File: src/verilog/osc_pkg.sv
// constants and carrier types for the clock source control block
// assumes a byte-wide cpu memory bus and a single 100 MHz register clock
package osc_pkg;

  // ----------------------------------------------------------------
  // register map
  // ----------------------------------------------------------------
  localparam logic [15:0] PIN_MODE_ADDR  = 16'hFF9F;
  localparam logic [7:0]  PIN_MODE_RESET = 8'h00;
  localparam int          EXT_SEL_BIT    = 7;
  localparam int          HS_SEL_BIT     = 6;
  localparam int          SUB_SEL_BIT    = 4;
  // bits that hold state; bits 0 to 3 and 5 always read zero
  localparam logic [7:0]  PIN_MODE_MASK  = 8'hD0;

  // ----------------------------------------------------------------
  // nominal source rates, kept for reference by users of the block
  // ----------------------------------------------------------------
  localparam int HI_INT_FREQ_KHZ  = 8000;
  localparam int EXT_MIN_FREQ_KHZ = 2000;
  localparam int EXT_MAX_FREQ_KHZ = 10000;
  localparam int SUB_FREQ_HZ      = 32768;
  localparam int LOW_FREQ_KHZ     = 240;

  // ----------------------------------------------------------------
  // low-speed clock dividers
  // ----------------------------------------------------------------
  localparam int          LOW_DIV_WIDTH = 9;
  localparam logic [8:0]  LOW_DIV_128   = 9'h007F;
  localparam logic [8:0]  LOW_DIV_512   = 9'h01FF;
  localparam logic [8:0]  LOW_DIV_8     = 9'h0007;

  // ----------------------------------------------------------------
  // option strap timing
  // ----------------------------------------------------------------
  // edges after reset release before the strap synchroniser is full
  localparam logic [1:0]  OPT_SETTLE_EDGES = 2'h2;

  // ----------------------------------------------------------------
  // enumerations
  // ----------------------------------------------------------------
  typedef enum logic [1:0] {
    HS_PORT  = 2'b00,
    HS_RESON = 2'b01,
    HS_EXT   = 2'b10
  } osc_hs_mode_type;

  typedef enum logic [1:0] {
    CPU_SRC_INT_HI = 2'b00,
    CPU_SRC_HIGH   = 2'b01,
    CPU_SRC_SUB    = 2'b10
  } osc_cpu_src_type;

  typedef enum logic [1:0] {
    TMR_SRC_NONE   = 2'b00,
    TMR_SRC_LOW    = 2'b01,
    TMR_SRC_LOW128 = 2'b10,
    TMR_SRC_LOW512 = 2'b11
  } osc_tmr_src_type;

  // ----------------------------------------------------------------
  // carriers
  // ----------------------------------------------------------------
  typedef struct packed {
    logic [15:0] addr;
    logic        wrEn;
    logic        bitOp;
    logic [2:0]  bitIdx;
    logic        bitVal;
    logic [7:0]  wrData;
    logic        rdEn;
  } osc_bus_req_type;

  typedef struct packed {
    logic [7:0] rdData;
    logic       rdHit;
  } osc_bus_rsp_type;

  typedef struct packed {
    logic hiIntOscEn;
    logic x1OscEn;
    logic extClkInEn;
    logic subOscEn;
    logic lowOscEn;
  } osc_enables_type;

endpackage : osc_pkg

File: src/verilog/osc_sync.sv
// two-stage synchroniser for a group of asynchronous levels
// assumes inputs may change at any time relative to ref_clk
`timescale 1ns/100ps
module osc_sync
  import osc_pkg::*;
#(
  parameter int WIDTH = 2
) (
  // clock and reset
  input  wire logic             ref_clk,
  input  wire logic             arst_n,
  // levels
  input  wire logic [WIDTH-1:0] asyncIn,
  output logic      [WIDTH-1:0] syncOut
);

  typedef struct packed {
    logic [WIDTH-1:0] stage1;
    logic [WIDTH-1:0] stage2;
  } osc_sync_state_type;

  osc_sync_state_type state_q;
  osc_sync_state_type state_d;

  // only the second stage is visible to logic
  always_comb begin
    state_d = state_q;
    for (int i = 0; i < WIDTH; i++) begin
      state_d.stage1[i] = asyncIn[i];
      state_d.stage2[i] = state_q.stage1[i];
    end
  end

  always_ff @(posedge ref_clk or negedge arst_n) begin
    if (!arst_n) begin
      state_q <= '0;
    end else begin
      state_q <= state_d;
    end
  end

  assign syncOut = state_q.stage2;

endmodule : osc_sync

File: src/verilog/osc_pin_decode.sv
// decodes the clock pin-mode selects into pin operating modes
// purely combinational; fed from the pin-mode register
`timescale 1ns/100ps
module osc_pin_decode
  import osc_pkg::*;
(
  // select bits
  input  wire logic      extSel,
  input  wire logic      hsSel,
  input  wire logic      subSel,
  // decoded modes
  output osc_hs_mode_type hsMode,
  output logic           subCrystal
);

  always_comb begin
    // ext select alone does nothing: pins stay ports
    if (hsSel && extSel) begin
      hsMode = HS_EXT;
    end else if (hsSel) begin
      hsMode = HS_RESON;
    end else begin
      hsMode = HS_PORT;
    end
  end

  assign subCrystal = subSel;

endmodule : osc_pin_decode

File: src/verilog/osc_source_ctrl.sv
// clock source control: pin-mode register, oscillator enables,
// cpu source selection and low-speed clock distribution
// assumes a byte-wide cpu bus on ref_clk; other clock registers
// live elsewhere and arrive here as plain control levels
//
// Functional notes
// - cpu starts on internal 8 MHz oscillator
// - internal high oscillator stops on STOP or control
// - external 2-10 MHz clock input, stoppable
// - main clock from high-speed or internal oscillator
// - 32.768 kHz sub oscillator, stoppable by controls
// - low-speed 240 kHz oscillator runs after reset
// - low-speed stop honoured only if option allows
// - low-speed clock never drives the cpu
// - low clock feeds watchdog, timer, lcd
// - pin-mode register at FF9F, resets to zero
// - register takes bit and byte writes
// - ext and pin selects decode pin mode
// - bit 4 selects sub crystal mode
`timescale 1ns/100ps
module osc_source_ctrl
  import osc_pkg::*;
(
  // clock and reset
  input  wire logic            ref_clk,
  input  wire logic            arst_n,
  // cpu register bus
  input  osc_bus_req_type      busReq,
  output osc_bus_rsp_type      busRsp,
  // controls held by neighbouring clock registers
  input  wire logic            stopInstr,
  input  wire logic            intHiStopReq,
  input  wire logic            lowStopReq,
  input  wire logic            mainOscStopBit,
  input  wire logic            mainSelHigh,
  input  wire logic            cpuOnSubclockStatus,
  input  wire logic            subStopCtrl,
  input  wire logic            optLowStoppable,
  // peripheral clock choices
  input  osc_tmr_src_type      tmrLowSrc,
  input  wire logic            lcdLowSrc,
  // raw low-speed oscillator output
  input  wire logic            lowOscClk,
  // oscillator and pin controls
  output osc_enables_type      oscEn,
  output osc_hs_mode_type      hsPinMode,
  output logic                 subPinCrystal,
  // clock routing
  output osc_cpu_src_type      cpuSrc,
  output logic                 wdtLowTick,
  output logic                 tmrLowTick,
  output logic                 lcdLowTick
);

  // ----------------------------------------------------------------
  // state
  // ----------------------------------------------------------------
  typedef struct packed {
    logic [7:0]               pinMode;
    osc_bus_rsp_type          rsp;
    osc_enables_type          en;
    osc_cpu_src_type          cpuSrc;
    logic                     optSeen;
    logic                     optAllow;
    logic [1:0]               optWait;
    logic                     lowPrev;
    logic [LOW_DIV_WIDTH-1:0] lowDiv;
    logic                     wdtTick;
    logic                     tmrTick;
    logic                     lcdTick;
  } osc_state_type;

  osc_state_type state_q;
  osc_state_type state_d;

  // ----------------------------------------------------------------
  // input synchronisation
  // ----------------------------------------------------------------
  // the option strap and the oscillator output come from off-domain
  logic [1:0] syncLevels;

  osc_sync #(
    .WIDTH (2)
  ) u_sync (
    .ref_clk (ref_clk),
    .arst_n  (arst_n),
    .asyncIn ({optLowStoppable, lowOscClk}),
    .syncOut (syncLevels)
  );

  logic optSync;
  logic lowSync;
  assign optSync = syncLevels[1];
  assign lowSync = syncLevels[0];

  // ----------------------------------------------------------------
  // pin mode decode
  // ----------------------------------------------------------------
  osc_hs_mode_type hsMode;
  logic            subCrystal;

  osc_pin_decode u_decode (
    .extSel     (state_q.pinMode[EXT_SEL_BIT]),
    .hsSel      (state_q.pinMode[HS_SEL_BIT]),
    .subSel     (state_q.pinMode[SUB_SEL_BIT]),
    .hsMode     (hsMode),
    .subCrystal (subCrystal)
  );

  // ----------------------------------------------------------------
  // helpers
  // ----------------------------------------------------------------
  function automatic logic addrHit(input logic [15:0] a);
    addrHit = (a == PIN_MODE_ADDR);
  endfunction : addrHit

  // bit op touches one bit; byte write replaces all
  function automatic logic [7:0] applyWrite(input logic [7:0] cur,
                                            input osc_bus_req_type r);
    logic [7:0] nv;
    nv = cur;
    if (r.bitOp) begin
      nv[r.bitIdx] = r.bitVal;
    end else begin
      nv = r.wrData;
    end
    applyWrite = nv & PIN_MODE_MASK;
  endfunction : applyWrite

  // true on the last count of a power-of-two divider window
  function automatic logic divTap(input logic [LOW_DIV_WIDTH-1:0] cnt,
                                  input logic [LOW_DIV_WIDTH-1:0] last);
    divTap = ((cnt & last) == last);
  endfunction : divTap

  // ----------------------------------------------------------------
  // next state
  // ----------------------------------------------------------------
  logic wrHit;
  logic rdHit;
  logic lowRise;
  logic lowStopNow;
  logic optReady;
  logic mainInGate;

  assign wrHit      = busReq.wrEn && addrHit(busReq.addr);
  assign rdHit      = busReq.rdEn && addrHit(busReq.addr);
  assign lowRise    = lowSync && !state_q.lowPrev;
  // the synchroniser is reset too, so its output only shows the
  // real strap level once two edges have passed since release
  assign optReady   = (state_q.optWait == OPT_SETTLE_EDGES);
  // both main-clock inputs share the same stop conditions
  assign mainInGate = !mainOscStopBit && !stopInstr;

  always_comb begin
    state_d    = state_q;
    lowStopNow = 1'b0;

    // ----------------------------------------------------------------
    // register access
    // ----------------------------------------------------------------
    // a read and a write in one cycle: the read sees the old value
    if (wrHit) begin
      // unused bits are forced to zero whatever software writes
      state_d.pinMode = applyWrite(state_q.pinMode, busReq);
    end
    state_d.rsp = '0;
    if (rdHit) begin
      state_d.rsp.rdData = state_q.pinMode & PIN_MODE_MASK;
      state_d.rsp.rdHit  = 1'b1;
    end

    // ----------------------------------------------------------------
    // option strap
    // ----------------------------------------------------------------
    // caught once, as soon as the synchroniser holds the real level
    if (!optReady) begin
      state_d.optWait = state_q.optWait + 2'h1;
    end
    if (optReady && !state_q.optSeen) begin
      state_d.optSeen  = 1'b1;
      state_d.optAllow = optSync;
    end

    // ----------------------------------------------------------------
    // oscillator enables
    // ----------------------------------------------------------------
    state_d.en.hiIntOscEn = !(stopInstr || intHiStopReq);
    // mode changes are only safe with main oscillator stopped;
    // this block does not police it, it just follows the mode
    state_d.en.x1OscEn    = (hsMode == HS_RESON) && mainInGate;
    state_d.en.extClkInEn = (hsMode == HS_EXT) && mainInGate;
    state_d.en.subOscEn   = subCrystal && !subStopCtrl;
    lowStopNow            = lowStopReq && state_q.optSeen && state_q.optAllow;
    state_d.en.lowOscEn   = !lowStopNow;

    // ----------------------------------------------------------------
    // cpu source
    // ----------------------------------------------------------------
    // low-speed clock is not an option here at all
    if (cpuOnSubclockStatus) begin
      state_d.cpuSrc = CPU_SRC_SUB;
    end else if (mainSelHigh) begin
      state_d.cpuSrc = CPU_SRC_HIGH;
    end else begin
      state_d.cpuSrc = CPU_SRC_INT_HI;
    end

    // ----------------------------------------------------------------
    // low-speed distribution
    // ----------------------------------------------------------------
    // ticks trail the pin edge by about three cycles; a low clock
    // faster than half of ref_clk would lose rises here
    state_d.lowPrev = lowSync;
    state_d.wdtTick = 1'b0;
    state_d.tmrTick = 1'b0;
    state_d.lcdTick = 1'b0;
    if (lowRise && state_q.en.lowOscEn) begin
      state_d.lowDiv  = state_q.lowDiv + 9'h0001;
      state_d.wdtTick = 1'b1;
      case (tmrLowSrc)
        TMR_SRC_LOW: begin
          state_d.tmrTick = 1'b1;
        end
        TMR_SRC_LOW128: begin
          state_d.tmrTick = divTap(state_q.lowDiv, LOW_DIV_128);
        end
        TMR_SRC_LOW512: begin
          state_d.tmrTick = divTap(state_q.lowDiv, LOW_DIV_512);
        end
        default: begin
          state_d.tmrTick = 1'b0;
        end
      endcase
      state_d.lcdTick = lcdLowSrc && divTap(state_q.lowDiv, LOW_DIV_8);
    end
  end

  // ----------------------------------------------------------------
  // registers
  // ----------------------------------------------------------------
  // both always-on sources come up enabled, so the cpu has a clock
  // and the watchdog its ticks straight out of reset
  always_ff @(posedge ref_clk or negedge arst_n) begin
    if (!arst_n) begin
      state_q               <= '0;
      state_q.pinMode       <= PIN_MODE_RESET;
      state_q.en.hiIntOscEn <= 1'b1;
      state_q.en.lowOscEn   <= 1'b1;
      state_q.cpuSrc        <= CPU_SRC_INT_HI;
    end else begin
      state_q <= state_d;
    end
  end

  // ----------------------------------------------------------------
  // outputs
  // ----------------------------------------------------------------
  assign busRsp        = state_q.rsp;
  assign oscEn         = state_q.en;
  assign hsPinMode     = hsMode;
  assign subPinCrystal = subCrystal;
  assign cpuSrc        = state_q.cpuSrc;
  assign wdtLowTick    = state_q.wdtTick;
  assign tmrLowTick    = state_q.tmrTick;
  assign lcdLowTick    = state_q.lcdTick;

endmodule : osc_source_ctrl

File: config.mk
export PLATFORM = sky130hd
export DESIGN_NAME = osc_source_ctrl
export DESIGN_NICKNAME = d
export VERILOG_FILES = /design/src/verilog/osc_pkg.sv /design/src/verilog/osc_sync.sv /design/src/verilog/osc_pin_decode.sv /design/src/verilog/osc_source_ctrl.sv
export SDC_FILE = /design/constraint.sdc
export NUM_CORES = 1
export LEC_CHECK = 0
export BUFFER_PORTS_ARGS = -buffer_cell sky130_fd_sc_hd__buf_4
export CORE_MARGIN = 4
export CORE_UTILIZATION = 35
export CTS_BUF_LIST = sky130_fd_sc_hd__clkbuf_16
export DETAILED_ROUTE_END_ITERATION = 10
export PLACE_DENSITY_LB_ADDON = 0.3
export SYNTH_ARGS = -nofsm -noshare
export SYNTH_HDL_FRONTEND = slang
export SYNTH_HIERARCHICAL = 1
export SYNTH_SLANG_ARGS = --single-unit
File: constraint.sdc
create_clock -name ref_clk -period 1.7 [get_ports ref_clk]
set_input_delay 0.34 -clock ref_clk [delete_from_list [all_inputs] [get_ports ref_clk]]
set_output_delay 0.34 -clock ref_clk [all_outputs]
set_load 0.01 [all_outputs]
* Word level (Yosys, flattened, before mapping)
Index checks and enable logic that the tools add are counted.
Cells by class: add/subtract/negate cells 2, order comparisons 2, eq/ne operators 10, muxes and demuxes 11, reduce and logical (&&, ||, !) cells 22
Operators by type and width (number):
- 16-bit equality test, second input constant | 1
- 1-bit logical AND | 14
- 9-bit by 1-bit adder with 9-bit output, second input constant | 1
- 9-bit equality test, second input constant | 1
- 9-bit 2-to-1 mux | 1
- 8-bit bitwise mux | 1
- 2-bit equality test, second input constant | 4
- 8-bit 2-to-1 mux | 1
- 7-bit equality test, second input constant | 1
- 1-bit zero test | 7
- 2-bit by 1-bit equality test with 1-bit output, second input constant | 2
- 3-bit by 4-bit < comparator with 1-bit output, second input constant | 1
- 2-bit 2-to-1 mux | 2
- 1-bit demux with 3-bit select | 1
- 3-bit equality test, second input constant | 1
- 3-bit by 1-bit >= comparator with 1-bit output, second input constant | 1
- 1-bit 2-to-1 mux | 3
- 3-bit 2-to-1 mux | 1
- 1-bit one-hot mux with 3 select lines | 1
- 2-bit by 1-bit adder with 2-bit output, second input constant | 1
- 1-bit logical OR | 1
Storage, ports and cells: flip-flop bits (word level) 40, bits of input ports 45, logic and storage cells 66

* Longest topological paths before layout
Gate-level depths: netlist of run 1.
word-level depth 6, gate-level depth with buffers 6

* Cells and area by module
Netlist of run 1, hierarchy kept.
By module, submodules not included:
- osc_source_ctrl | times used 1, cells an instance 129, area each 1446.4 um^2
- osc_sync | times used 1, cells an instance 4, area each 100.1 um^2
- osc_pin_decode | times used 1, cells an instance 3, area each 23.8 um^2

* Worst setup path after synthesis of run 1
No wires, ideal clock.
kind input-to-reg, start point in busReq[21] (netlist bit), end point reg state_q[37] (netlist bit), setup time 127 ps, arrival time 1368 ps, required time 1573 ps, slack 205 ps, cell stages on the path 4, path buffers 0, path through nand4bb_4 -> nor4_4 -> nand3_1 -> mux2_1
On the way: cells in the longest elaborated chain, start to end 2
Ends and longest elaborated chain:
- start, declared | line osc_source_ctrl.sv:28 | input osc_bus_req_type busReq,
- 16-bit equality test | line osc_source_ctrl.sv:114 | addrHit = (a == PIN_MODE_ADDR);
- 1-bit logical AND | line osc_source_ctrl.sv:146 | assign wrHit = busReq.wrEn && addrHit(busReq.addr);
- end signal, assigned | line osc_source_ctrl.sv:252 | state_q <= state_d;
- end, declared | line osc_source_ctrl.sv:73 | osc_state_type state_q;
Every way passes these cells. A chain may end at the register's enable or synchronous reset.

==> metrics.md, run 1 <==
| Metric | Value |
|---|---|
| CTS Hold Bufs | 0 |
| Fmax | 707.5 MHz |
| Clock latency on the worst-skew pair | 0.27 ns |
| Synth Register Bits | 35 |
| Antenna Violating Nets Remaining | 0 |
| Critical Path Start Type | flip-flop |
| CTS Sinks | 35 |
| Leak pwr | 1.073 nW |
| Post-Syn Area | 0.001570 mm^2 |
| DIE WIDTH | between 70 and 80 um |
| DRC viols | 0 |
| Most area-hungry cell type in the Yosys netlist | dfrtp_1 |
| Via density | 4.568 |
| Via count | ~1100 |
| Most common flop cell mapped by yosys | dfrtp_1 |
| CP Cell Sequence | ha_1 > nand3_1 > or4_1 > a21oi_1 |
| Initial DRC Count | 43 |
| Most common cell in the netlist | dfrtp_1 |
| Post-Place Cells | 233 |
| Worst VDD drop | ~0.38 mV |
| Layout cells sized above 1 | approximately 40% |
| Worst setup EP type | flip-flop |
| Tcrit/Tclk final | 83.14% |
| Placement Cell Area | 0.001958 mm^2 |
| Clk buf depth | 2 |
| Die Span Y | ~75 um |
| CTS Root Cell | clkbuf_16 |
| Internal | 1.561 mW |
| Status | completed |
| Total Wirelength | 2945 um |
| Final Net Count | 237 |
| IO buf count | 56 |
| Distinct cells, synth | 33 |
| Net Sw Frac | 23.71% |
| Largest net degree at the start of global routing | 36 |
| Req. time, crit path | 1.89 ns |
| Placed wire-length estimate | 2362 um |
| FFs w/ async S/R, synth | 100.0% |
| Synth cell count leaders | dfrtp_1 (33), buf_4 (17), nand2_1 (14) |
| Initial antenna violation count | 0 |
| Design area | between 0.002 and 0.0025 mm^2 |
| First-pass GRT wire length | between 4000 and 5000 um |
| Num rows | 24 |
| GP Congestion | 0.7341 |
| Fin. Hold Viols | 0 |
| Setup-failing EPs final | 0 |
| Mapped Cells | 136 |
| Sw power | 0.4852 mW |
| Top post-synthesis cells by area | dfrtp_1 (53%), buf_4 (8.1%), nand3_1 (3.5%) |
| Type of the worst min-delay path | in2async |
| GRT Total Usage | 11.62% |
| DRT Pass-1 Iters | 4 |
| Core region area | 0.004354 mm^2 |
| Vias in the first global route | 1156 |
| CP max FO | 3 |
| Final Slew Violations | 0 |
| CTS-repair resized insts | 0 |
| CTS tree | done |
| Flop pwr share | 46.7% |
| Synth warnings | 6 |
| Initial Util | 36.06% |
| Crit path DAT | approximately 1.6 ns |
| Ant diodes | 0 |
| Post-CTS Setup Inserts | 0 |
| WL per Instance | between 10 and 15 um |
| P&R area growth vs syn | 33.70% |
| CP Class | reg2reg |
| Worst stage delay on the critical path | 0.48 ns |
| Share of the synthesized area in the top cell type | between 50% and 60% |
| Number of flops mapped to enable cells by yosys | 0 |
| Max Clock Skew | 0.005576 ns |
| Tmin final | 1.413 ns |
| Worst-path clk slew | ~0.050 ns |
| CTS buffer count | 5 |
| Layout Cells excl Fill | 241 |
| H-tree depth | 2 |
| Sequential area share after synthesis | about 56% |
| PD cells | 974.8 mW/mm^2 |
| Final setup TNS | 0 ns |
| Syn Area/Cell | 11.55 um^2 |
| Ports | 67 |
| Unrepaired setup endpoints after global routing | false |
| Die footprint | ~0.0056 mm^2 |
| Max Cap Viol | 0 |
| Slowest-stage cell, CP | or4_1 |
| Comb pwr share | 11.6% |
| Clock power frac | between 40% and 50% |
| GRT Residual Overflow | 0 |
critical path: cells and delay by family (launching register included):
kind | cells | cell delay (ns)
flops | 1 | 0.38
fa+ha+maj | 1 | 0.19
compound gates | 1 | 0.17
simple gates | 2 | 0.60
cells in the final DEF (no fill, tap or decap), drive strengths merged, types with 4 or more instances in the layout:
cell type	Yosys	final
dfrtp	33	33
nand2	14	14
clkbuf	0	5
nor2	5	5
conb	1	5
xnor2	6	6
inv	9	10
buf	17	58
ha	4	4
nand3	11	11
power groups by stage:
stage	combinational, mW	clock [mW]	sequential (mW)
floorplan	0.127	0	0.956
global placement	0.230	0	0.961
detailed placement	0.242	0	0.970
CTS	0.242	0.878	0.955
global route	0.271	0.920	0.965
finish	0.238	0.854	0.955
sequential cells by signal (all words and copies together), names as in the netlist:
name / cells
tmrLowTick: 1
wdtLowTick: 1
cpuSrc: 2
busRsp: 4
oscEn: 5
state_q: 17
u_sync/syncOut: 2
u_sync/state_d: 2
lcdLowTick: 1
per-layer routing:
layer | GRT usage, % | up-vias | wire length (um)
met5 | 0 | - | 0
met4 | 7.115 | 0 | 70
met3 | 3.338 | 5 | 239
met2 | 19.25 | 48 | 1485
met1 | 13.20 | 510 | 1150
li1 | - | 538 | -
path summary, 6_finish.rpt:
kind	cells past startpoint	to	from	slack, ns
worst max-delay path	4	tmrLowTick$_DFF_PN0_	state_q[3]$_DFFE_PN0P_	0.29
worst max register to register	4	tmrLowTick$_DFF_PN0_	state_q[3]$_DFFE_PN0P_	0.29
worst min register to register	0	u_sync/syncOut[0]$_DFF_PN0_	u_sync/state_d[0]$_DFF_PN0_	0.35
worst min-delay path	1	lcdLowTick$_DFF_PN0_	arst_n	0.009
max in group asynchronous	1	oscEn[4]$_DFF_PN1_	arst_n	1.35
min in group ref_clk	1	u_sync/state_d[0]$_DFF_PN0_	lowOscClk	0.17
metrics by stage:
step / setup WS (ns) / total power, mW / util (%) / hold slack, ns
final: 0.2866 / 2.047 / 48.22 / 0.009427
after global routing: 0.1791 / 2.156 / 48.22 / 0.05337
after CTS: 0.2775 / 2.075 / 48.22 / 0.02598
after detailed placement: 0.07742 / 1.211 / 44.97 / 0.3183
after global placement: 0.1234 / 1.191 / 44.97 / 0.3061
after floorplan: 0.2048 / 1.083 / - / 0.04441
logic make-up (layout without fill, tap and decap cells):
family	Yosys count	count (layout)	synth area share [%]
and+or+nand+nor	54	54	22.23
other	1	5	0.2388
AOI/OAI and AO/OA	6	6	2.072
buffers and inverters	26	75	10.28
muxes	3	3	2.151
DFF	35	35	55.94
xor gates and xnor gates	7	7	3.904
adders and majority gates	4	4	3.187
layout make-up:
| type | instances | area, um^2 |
|---|---|---|
| Inverter | 9 | 33.78 |
| Fill cell | 382 | 2255 |
| Clock buffer | 5 | 125.1 |
| Multi-Input combinational cell | 79 | 545.5 |
| Sequential cell | 35 | 878.3 |
| Timing Repair Buffer | 58 | 435.4 |
| Clock inverter | 3 | 16.27 |
| Tap cell | 52 | 65.06 |
No activity file was read; power rests on OpenSTA's default activity.
==> inputs of run 2 (changes only) <==
--- a/config.mk
+++ b/config.mk
@@ -5,6 +5,7 @@
 export SDC_FILE = /design/constraint.sdc
 export NUM_CORES = 1
 export LEC_CHECK = 0
+export ABC_AREA = 1
 export BUFFER_PORTS_ARGS = -buffer_cell sky130_fd_sc_hd__buf_4
 export CORE_MARGIN = 4
 export CORE_UTILIZATION = 35
==> constraint.sdc (replaced) <==
create_clock -name ref_clk -period 1.4 [get_ports ref_clk]
set_input_delay 0.28 -clock ref_clk [delete_from_list [all_inputs] [get_ports ref_clk]]
set_output_delay 0.28 -clock ref_clk [all_outputs]
set_load 0.01 [all_outputs]
==> run 2 against run 1 <==
Compared with the run above: final cell count increased by 18%; sequential share of layout area decreased by 2.1 points; setup slack worse by 0.17 ns; routed wire length decreased by 3.3%; non-clock buffer count up 3; via count is 10% higher; maximum frequency rose by 10%; clock skew down 0.0030 ns; die area is 4.2% higher; largest cell class unchanged.
==> metrics.md, run 2 <==
| Metric | Value |
|---|---|
| Status | completed |
| CTS buffer count | 5 |
| Synth warnings | 6 |
| Worst VDD drop | 0.6115 mV |
| CP Class | reg2reg |
| Critical Path Start Type | flip-flop |
| Final Net Count | between 200 and 300 |
| Biggest register | state_q |
| Post-route setup slack | around 0.12 ns |
| Die Span Y | 76.54 um |
| Post-Synth Simple-Gate Area | between 20% and 30% |
| IO buf count | 56 |
| Net Sw Frac | a little under a quarter |
| Global Route met2 Usage | between 10% and 20% |
| H-tree depth | 2 |
| Max Clock Skew | 0.002608 ns |
| Max Cap Viol | 0 |
| Fmax | 781.0 MHz |
| Layout cells sized above 1 | 34.91% |
| Setup-failing EPs final | 0 |
| Initial antenna violation count | 0 |
| Most area-hungry cell type in the Yosys netlist | dfrtp_1 |
| First-pass GRT wire length | between 4000 and 5000 um |
| Num rows | 24 |
| Internal | 1.926 mW |
| DRT Pass-1 Iters | 4 |
| Crit path DAT | about 1.4 ns |
| Synth Area in Compound Gates | 1.598% |
| Final setup TNS | 0 ns |
| CP Cell Sequence | ha_2 > nand3_2 > nor4_4 > ha_1 > nand2_1 > nand2_1 |
| Synth Register Bits | 35 |
| Placed wire-length estimate | 2219 um |
| Worst setup EP type | flip-flop |
| Total Wirelength | approximately 2800 um |
| P&R area growth vs syn | 34.47% |
| Clock power frac | 39.8% |
| Clk buf depth | 2 |
| CTS tree | done |
| Flop pwr share | 46.1% |
| Leading cell type in the layout, fill and taps excluded | buf_4 |
| Unrepaired setup endpoints after global routing | false |
| Adder-cell area share of the yosys netlist | a little over 3% |
| Die footprint | 0.005858 mm^2 |
| Tmin final | around 1.3 ns |
| Via count | 1215 |
| Largest family of logic cells by synthesized area | simple AND/OR/NAND/NOR gates |
| Sequential area share after synthesis | 53.42% |
| Clock latency on the worst-skew pair | roughly 0.27 ns |
| Mapped Cells | 176 |
| Final Slew Violations | 0 |
| Slowest-stage cell, CP | dfrtp_1 |
| Post-place setup slack | around 0.086 ns |
| Comb pwr share | between 10% and 20% |
| Xor and xnor fraction of the mapped netlist area | around 3.7% |
| Share of the synthesized area in the top cell type | 50.23% |
| Ant diodes | 0 |
| Most frequent CP cell | nand2_1 |
| Met3 Use GR | 4.965% |
| Met1 usage | 12.30% |
| Commonest non-fill, non-tap cells in the layout | buf_4 (60), nand2_1 (44), dfrtp_1 (33) |
| Syn Area/Cell | 9.341 um^2 |
| Distinct cells, synth | 27 |
| GP Congestion | 0.7614 |
| Post-Syn Area | 0.001644 mm^2 |
| Tcrit/Tclk final | 91.45% |
| GRT Residual Overflow | 0 |
| Largest net degree at the start of global routing | 36 |
| Number of flops mapped to enable cells by yosys | 0 |
| Most used routing layer | met2 |
| Vias in the first global route | around 1200 |
| Area taken by flip-flops and latches | roughly 900 um^2 |
| DIE WIDTH | 76.54 um |
| R2R setup slack | 0.12 ns |
| CTS Sinks | 35 |
| PD cells | between 1000 and 1500 mW/mm^2 |
| Type of the worst min-delay path | in2reg |
| Post-synthesis mux area share | 0.6849% |
| Multi-input logic area | ~580 um^2 |
| Initial Util | 36.99% |
| CTS Root Cell | clkbuf_16 |
| Most common flop cell mapped by yosys | dfrtp_1 |
| GRT Total Usage | 10.58% |
| Leak pwr | approximately 1.2 nW |
| Core region area | 0.004444 mm^2 |
| Via density | 4.278 |
| Filler cell count | between 400 and 500 |
| Req. time, crit path | 1.56 ns |
| Ports | 67 |
| WL per Instance | 10.03 um |
| Initial DRC Count | 34 |
| FFs w/ async S/R, synth | 100.0% |
| Worst stage delay on the critical path | between 0.3 and 0.4 ns |
| DRC viols | 0 |
| CP max FO | 2 |
| Top post-synthesis cells by area | dfrtp_1 (50%), nand2_1 (10%), buf_4 (7.8%) |
| Synth cell count leaders | nand2_1 (44), dfrtp_1 (33), inv_1 (21) |
| Most common cell in the netlist | nand2_1 |
| Sw power | 0.5860 mW |
| Max reg flops | 17 |
| Worst-path clk slew | roughly 0.050 ns |
| Fin. Hold Viols | 0 |
| Antenna Violating Nets Remaining | 0 |
-- run 2: cell type report --
type	instances	share of cell area (%)
sequential	35	39.73
clock inverter	3	0.5093
clock buffer	5	5.659
multi-input combinational	105	26.32
timing repair buffer	61	20.83
tap	52	2.943
inverter	23	4.018
-- run 2: through the flow --
step	total power, mW	instance area [um^2]	instances	utilization [%]	hold WS (ns)
2_1_floorplan	1.340	1659	180	-	-0.01559
3_5_place_dp	1.506	2039	274	45.89	0.2606
4_1_cts	2.541	2186	283	49.18	0.1054
5_1_grt	2.670	2211	284	49.75	0.1006
6_report	2.512	2211	284	49.75	0.1134
3_3_place_gp	1.496	2039	274	45.89	0.2619
-- run 2: worst paths after layout --
check	to	start	depth (start not counted)
max in group asynchronous	oscEn[0]$_DFF_PN1_	arst_n	2
min in group asynchronous	lcdLowTick$_DFF_PN0_	arst_n	2
worst min register to register	u_sync/syncOut[1]$_DFF_PN0_	u_sync/state_d[1]$_DFF_PN0_	0
worst max-delay path	state_q[11]$_DFFE_PN0P_	state_q[4]$_DFFE_PN0P_	6
worst max register to register	state_q[11]$_DFFE_PN0P_	state_q[4]$_DFFE_PN0P_	6
worst min-delay path	u_sync/state_d[1]$_DFF_PN0_	optLowStoppable	1
-- run 2: power groups by stage --
stage / Sequential, mW / Combinational (mW) / Clock (mW)
after detailed placement: 1.17 / 0.332 / 0
after global routing: 1.17 / 0.408 / 1.10
after global placement: 1.17 / 0.326 / 0
after floorplan: 1.17 / 0.170 / 0
after CTS: 1.16 / 0.334 / 1.05
final: 1.16 / 0.353 / 1.00
-- run 2: repair_timing --
| action | 4_1_cts | 5_1_grt |
|---|---|---|
| gates resized for setup | 0 | 3 |
| setup endpoints to repair | 0 | 2 |
| endpoints found under the hold margin | 33 | 0 |
| hold buffers | 1 | 0 |
| buffers inserted | 0 | 1 |
-- run 2: cells by family (layout without fill, tap and decap cells) --
| kind of cell | after synthesis | after routing |
|---|---|---|
| DFF | 35 | 35 |
| xor gates and xnor gates | 7 | 7 |
| adders and majority gates | 4 | 4 |
| other | 1 | 5 |
| muxes | 1 | 1 |
| AOI/OAI and AO/OA | 5 | 5 |
| buffers and inverters | 40 | 92 |
| and+or+nand+nor | 83 | 83 |
-- run 2: critical path, delay by kind of cell, from the launching register on --
| family | cells | cell delay (ns) |
|---|---|---|
| simple gates | 4 | 0.37 |
| fa+ha+maj | 2 | 0.45 |
| flops | 1 | 0.35 |
-- run 2: routing by layer --
metal  share of wire, %  vias up  routed length (um)
met5                  0        -                   0
met1                 44      530                1265
li1                   -      631                   -
met2                 44       47                1260
met3                9.7        7                 275
met4                1.6        0                  46
==> inputs of run 3 (changes only) <==
--- a/config.mk
+++ b/config.mk
@@ -5,7 +5,6 @@
 export SDC_FILE = /design/constraint.sdc
 export NUM_CORES = 1
 export LEC_CHECK = 0
-export ABC_AREA = 1
 export BUFFER_PORTS_ARGS = -buffer_cell sky130_fd_sc_hd__buf_4
 export CORE_MARGIN = 4
 export CORE_UTILIZATION = 35
==> run 3 against run 2 <==
Compared with the run above: register-to-register slack got worse by 0.098 ns; clock power about the same; highest routed layer unchanged; die area down 4.0%; power is 0.95% lower.
==> metrics.md, run 3 (synthesized netlist as in run 1, its figures left out) <==
| Metric | Value |
|---|---|
| Status | completed |
| Via count | 1135 |
| Critical Path Start Type | flip-flop |
| Final Net Count | 242 |
| Final Slew Violations | 0 |
| Ports | 67 |
| Tmin final | 1.379 ns |
| Setup-failing EPs final | 0 |
| Largest net degree at the start of global routing | 36 |
| Post-CTS Setup Inserts | 0 |
| Clk buf depth | 2 |
| CP Class | reg2reg |
| Design area | roughly 0.0022 mm^2 |
| Initial DRC Count | 55 |
| Fin. Hold Viols | 0 |
| Die Span Y | between 70 and 80 um |
| Most used routing layer | met2 |
| DIE WIDTH | 74.98 um |
| WL per Instance | 11.90 um |
| Antenna Violating Nets Remaining | 0 |
| Leading cell type in the layout, fill and taps excluded | buf_4 |
| Met3 Use GR | under 10% |
| Vias in the first global route | approximately 1200 |
| Met1 usage | 13.06% |
| Unrepaired setup endpoints after global routing | true |
| Num rows | 24 |
| IO buf count | 56 |
| Worst setup EP type | flip-flop |
| Clock latency on the worst-skew pair | 0.27 ns |
| Req. time, crit path | 1.59 ns |
| P&R area growth vs syn | 37.13% |
| Die footprint | around 0.0056 mm^2 |
| H-tree depth | 2 |
| DRC viols | 0 |
| GP Congestion | 0.7730 |
| CTS buffer count | 5 |
| Via density | 4.614 |
| CTS Sinks | 35 |
| Post-Place Cells | 237 |
| Worst VDD drop | 0.5901 mV |
| Core region area | 0.004354 mm^2 |
| PD cells | between 1000 and 1500 mW/mm^2 |
| GRT Residual Overflow | 0 |
| Global Route met2 Usage | 19.92% |
| Initial Util | 36.06% |
| Layout cells sized above 1 | 42.78% |
| Final core occ | 49.45% |
| Initial antenna violation count | 0 |
| Leak pwr | 1.093 nW |
| Layout Cells excl Fill | 246 |
| Hold Crit Depth | 1 |
| First-pass GRT wire length | 4947 um |
| Worst-path clk slew | roughly 0.05 ns |
| DRT Pass-1 Iters | 4 |
| Type of the worst min-delay path | in2reg |
| Max Cap Viol | 0 |
| CTS tree | done |
| Tcrit/Tclk final | 98.48% |
| Placed wire-length estimate | 2375 um |
| Fmax | around 730 MHz |
| CP max FO | 3 |
| FF-to-FF path depth | 4 |
| Placement Cell Area | 0.001988 mm^2 |
| Crit path DAT | 1.57 ns |
| GRT Total Usage | 11.83% |
| CTS Root Cell | clkbuf_16 |
| Total Wirelength | a little under 3000 um |
| Commonest non-fill, non-tap cells in the layout | buf_4 (62), dfrtp_1 (33), nand2_1 (14) |
| Max reg flops | 17 |
| Biggest register | state_q |
| Ant diodes | 0 |
| Max Clock Skew | 0.002784 ns |
-- run 3: final cells by class --
type                            instances  area (um^2)
Clock buffer                            5        125.1
Clock inverter                          3        11.26
Fill cell                             373         2201
Inverter                                9        33.78
Multi-Input combinational cell         79        564.3
Sequential cell                        35        878.3
Tap cell                               52        65.06
Timing Repair Buffer                   63        475.5
-- run 3: critical path: stages, from the launching register on --
cell and delay, ns:
dfrtp_1 0.37, ha_2 0.20, nand3_2 0.10, or4_1 0.48, a21oi_1 0.14
-- run 3: path summary, 6_finish.rpt --
check                                                  from                           to  slack, ns
min in group asynchronous                            arst_n  u_sync/syncOut[0]$_DFF_PN0_       0.49
worst max register to register       state_q[4]$_DFFE_PN0P_         tmrLowTick$_DFF_PN0_       0.02
worst min register to register  u_sync/state_d[1]$_DFF_PN0_  u_sync/syncOut[1]$_DFF_PN0_       0.34
worst max-delay path                 state_q[4]$_DFFE_PN0P_         tmrLowTick$_DFF_PN0_       0.02
worst min-delay path                        optLowStoppable  u_sync/state_d[1]$_DFF_PN0_       0.11
max in group asynchronous                            arst_n           oscEn[4]$_DFF_PN1_       0.58
-- run 3: through the flow --
step	setup TNS, ns	setup slack [ns]	power (mW)	hold WS, ns
finish	0	0.02121	2.488	0.1136
global route	-0.01804	-0.009401	2.622	0.1042
CTS	0	0.006107	2.514	0.1047
detailed placement	-0.4247	-0.1497	1.495	0.2546
global placement	-0.2789	-0.1056	1.472	0.2455
floorplan	-0.07048	-0.03524	1.315	-0.01559
-- run 3: where the power goes --
part | internal, mW | total [mW] | switching (mW)
combinational | 0.183 | 0.335 | 0.152
sequential | 1.09 | 1.16 | 0.0635
clock | 0.638 | 0.996 | 0.358
total | 1.91 | 2.49 | 0.574
-- run 3: per-layer routing --
layer  wire length, um  up-vias
met2              1523       52
met3               247        4
met5                 0        -
li1                  -      548
met1              1103      531
met4                53        0
-- run 3: repair_timing --
item | in CTS | in global routing
setup endpoints to repair | 0 | 3
gates resized for setup | 0 | 4
hold buffers | 1 | 0
endpoints found under the hold margin | 33 | 0
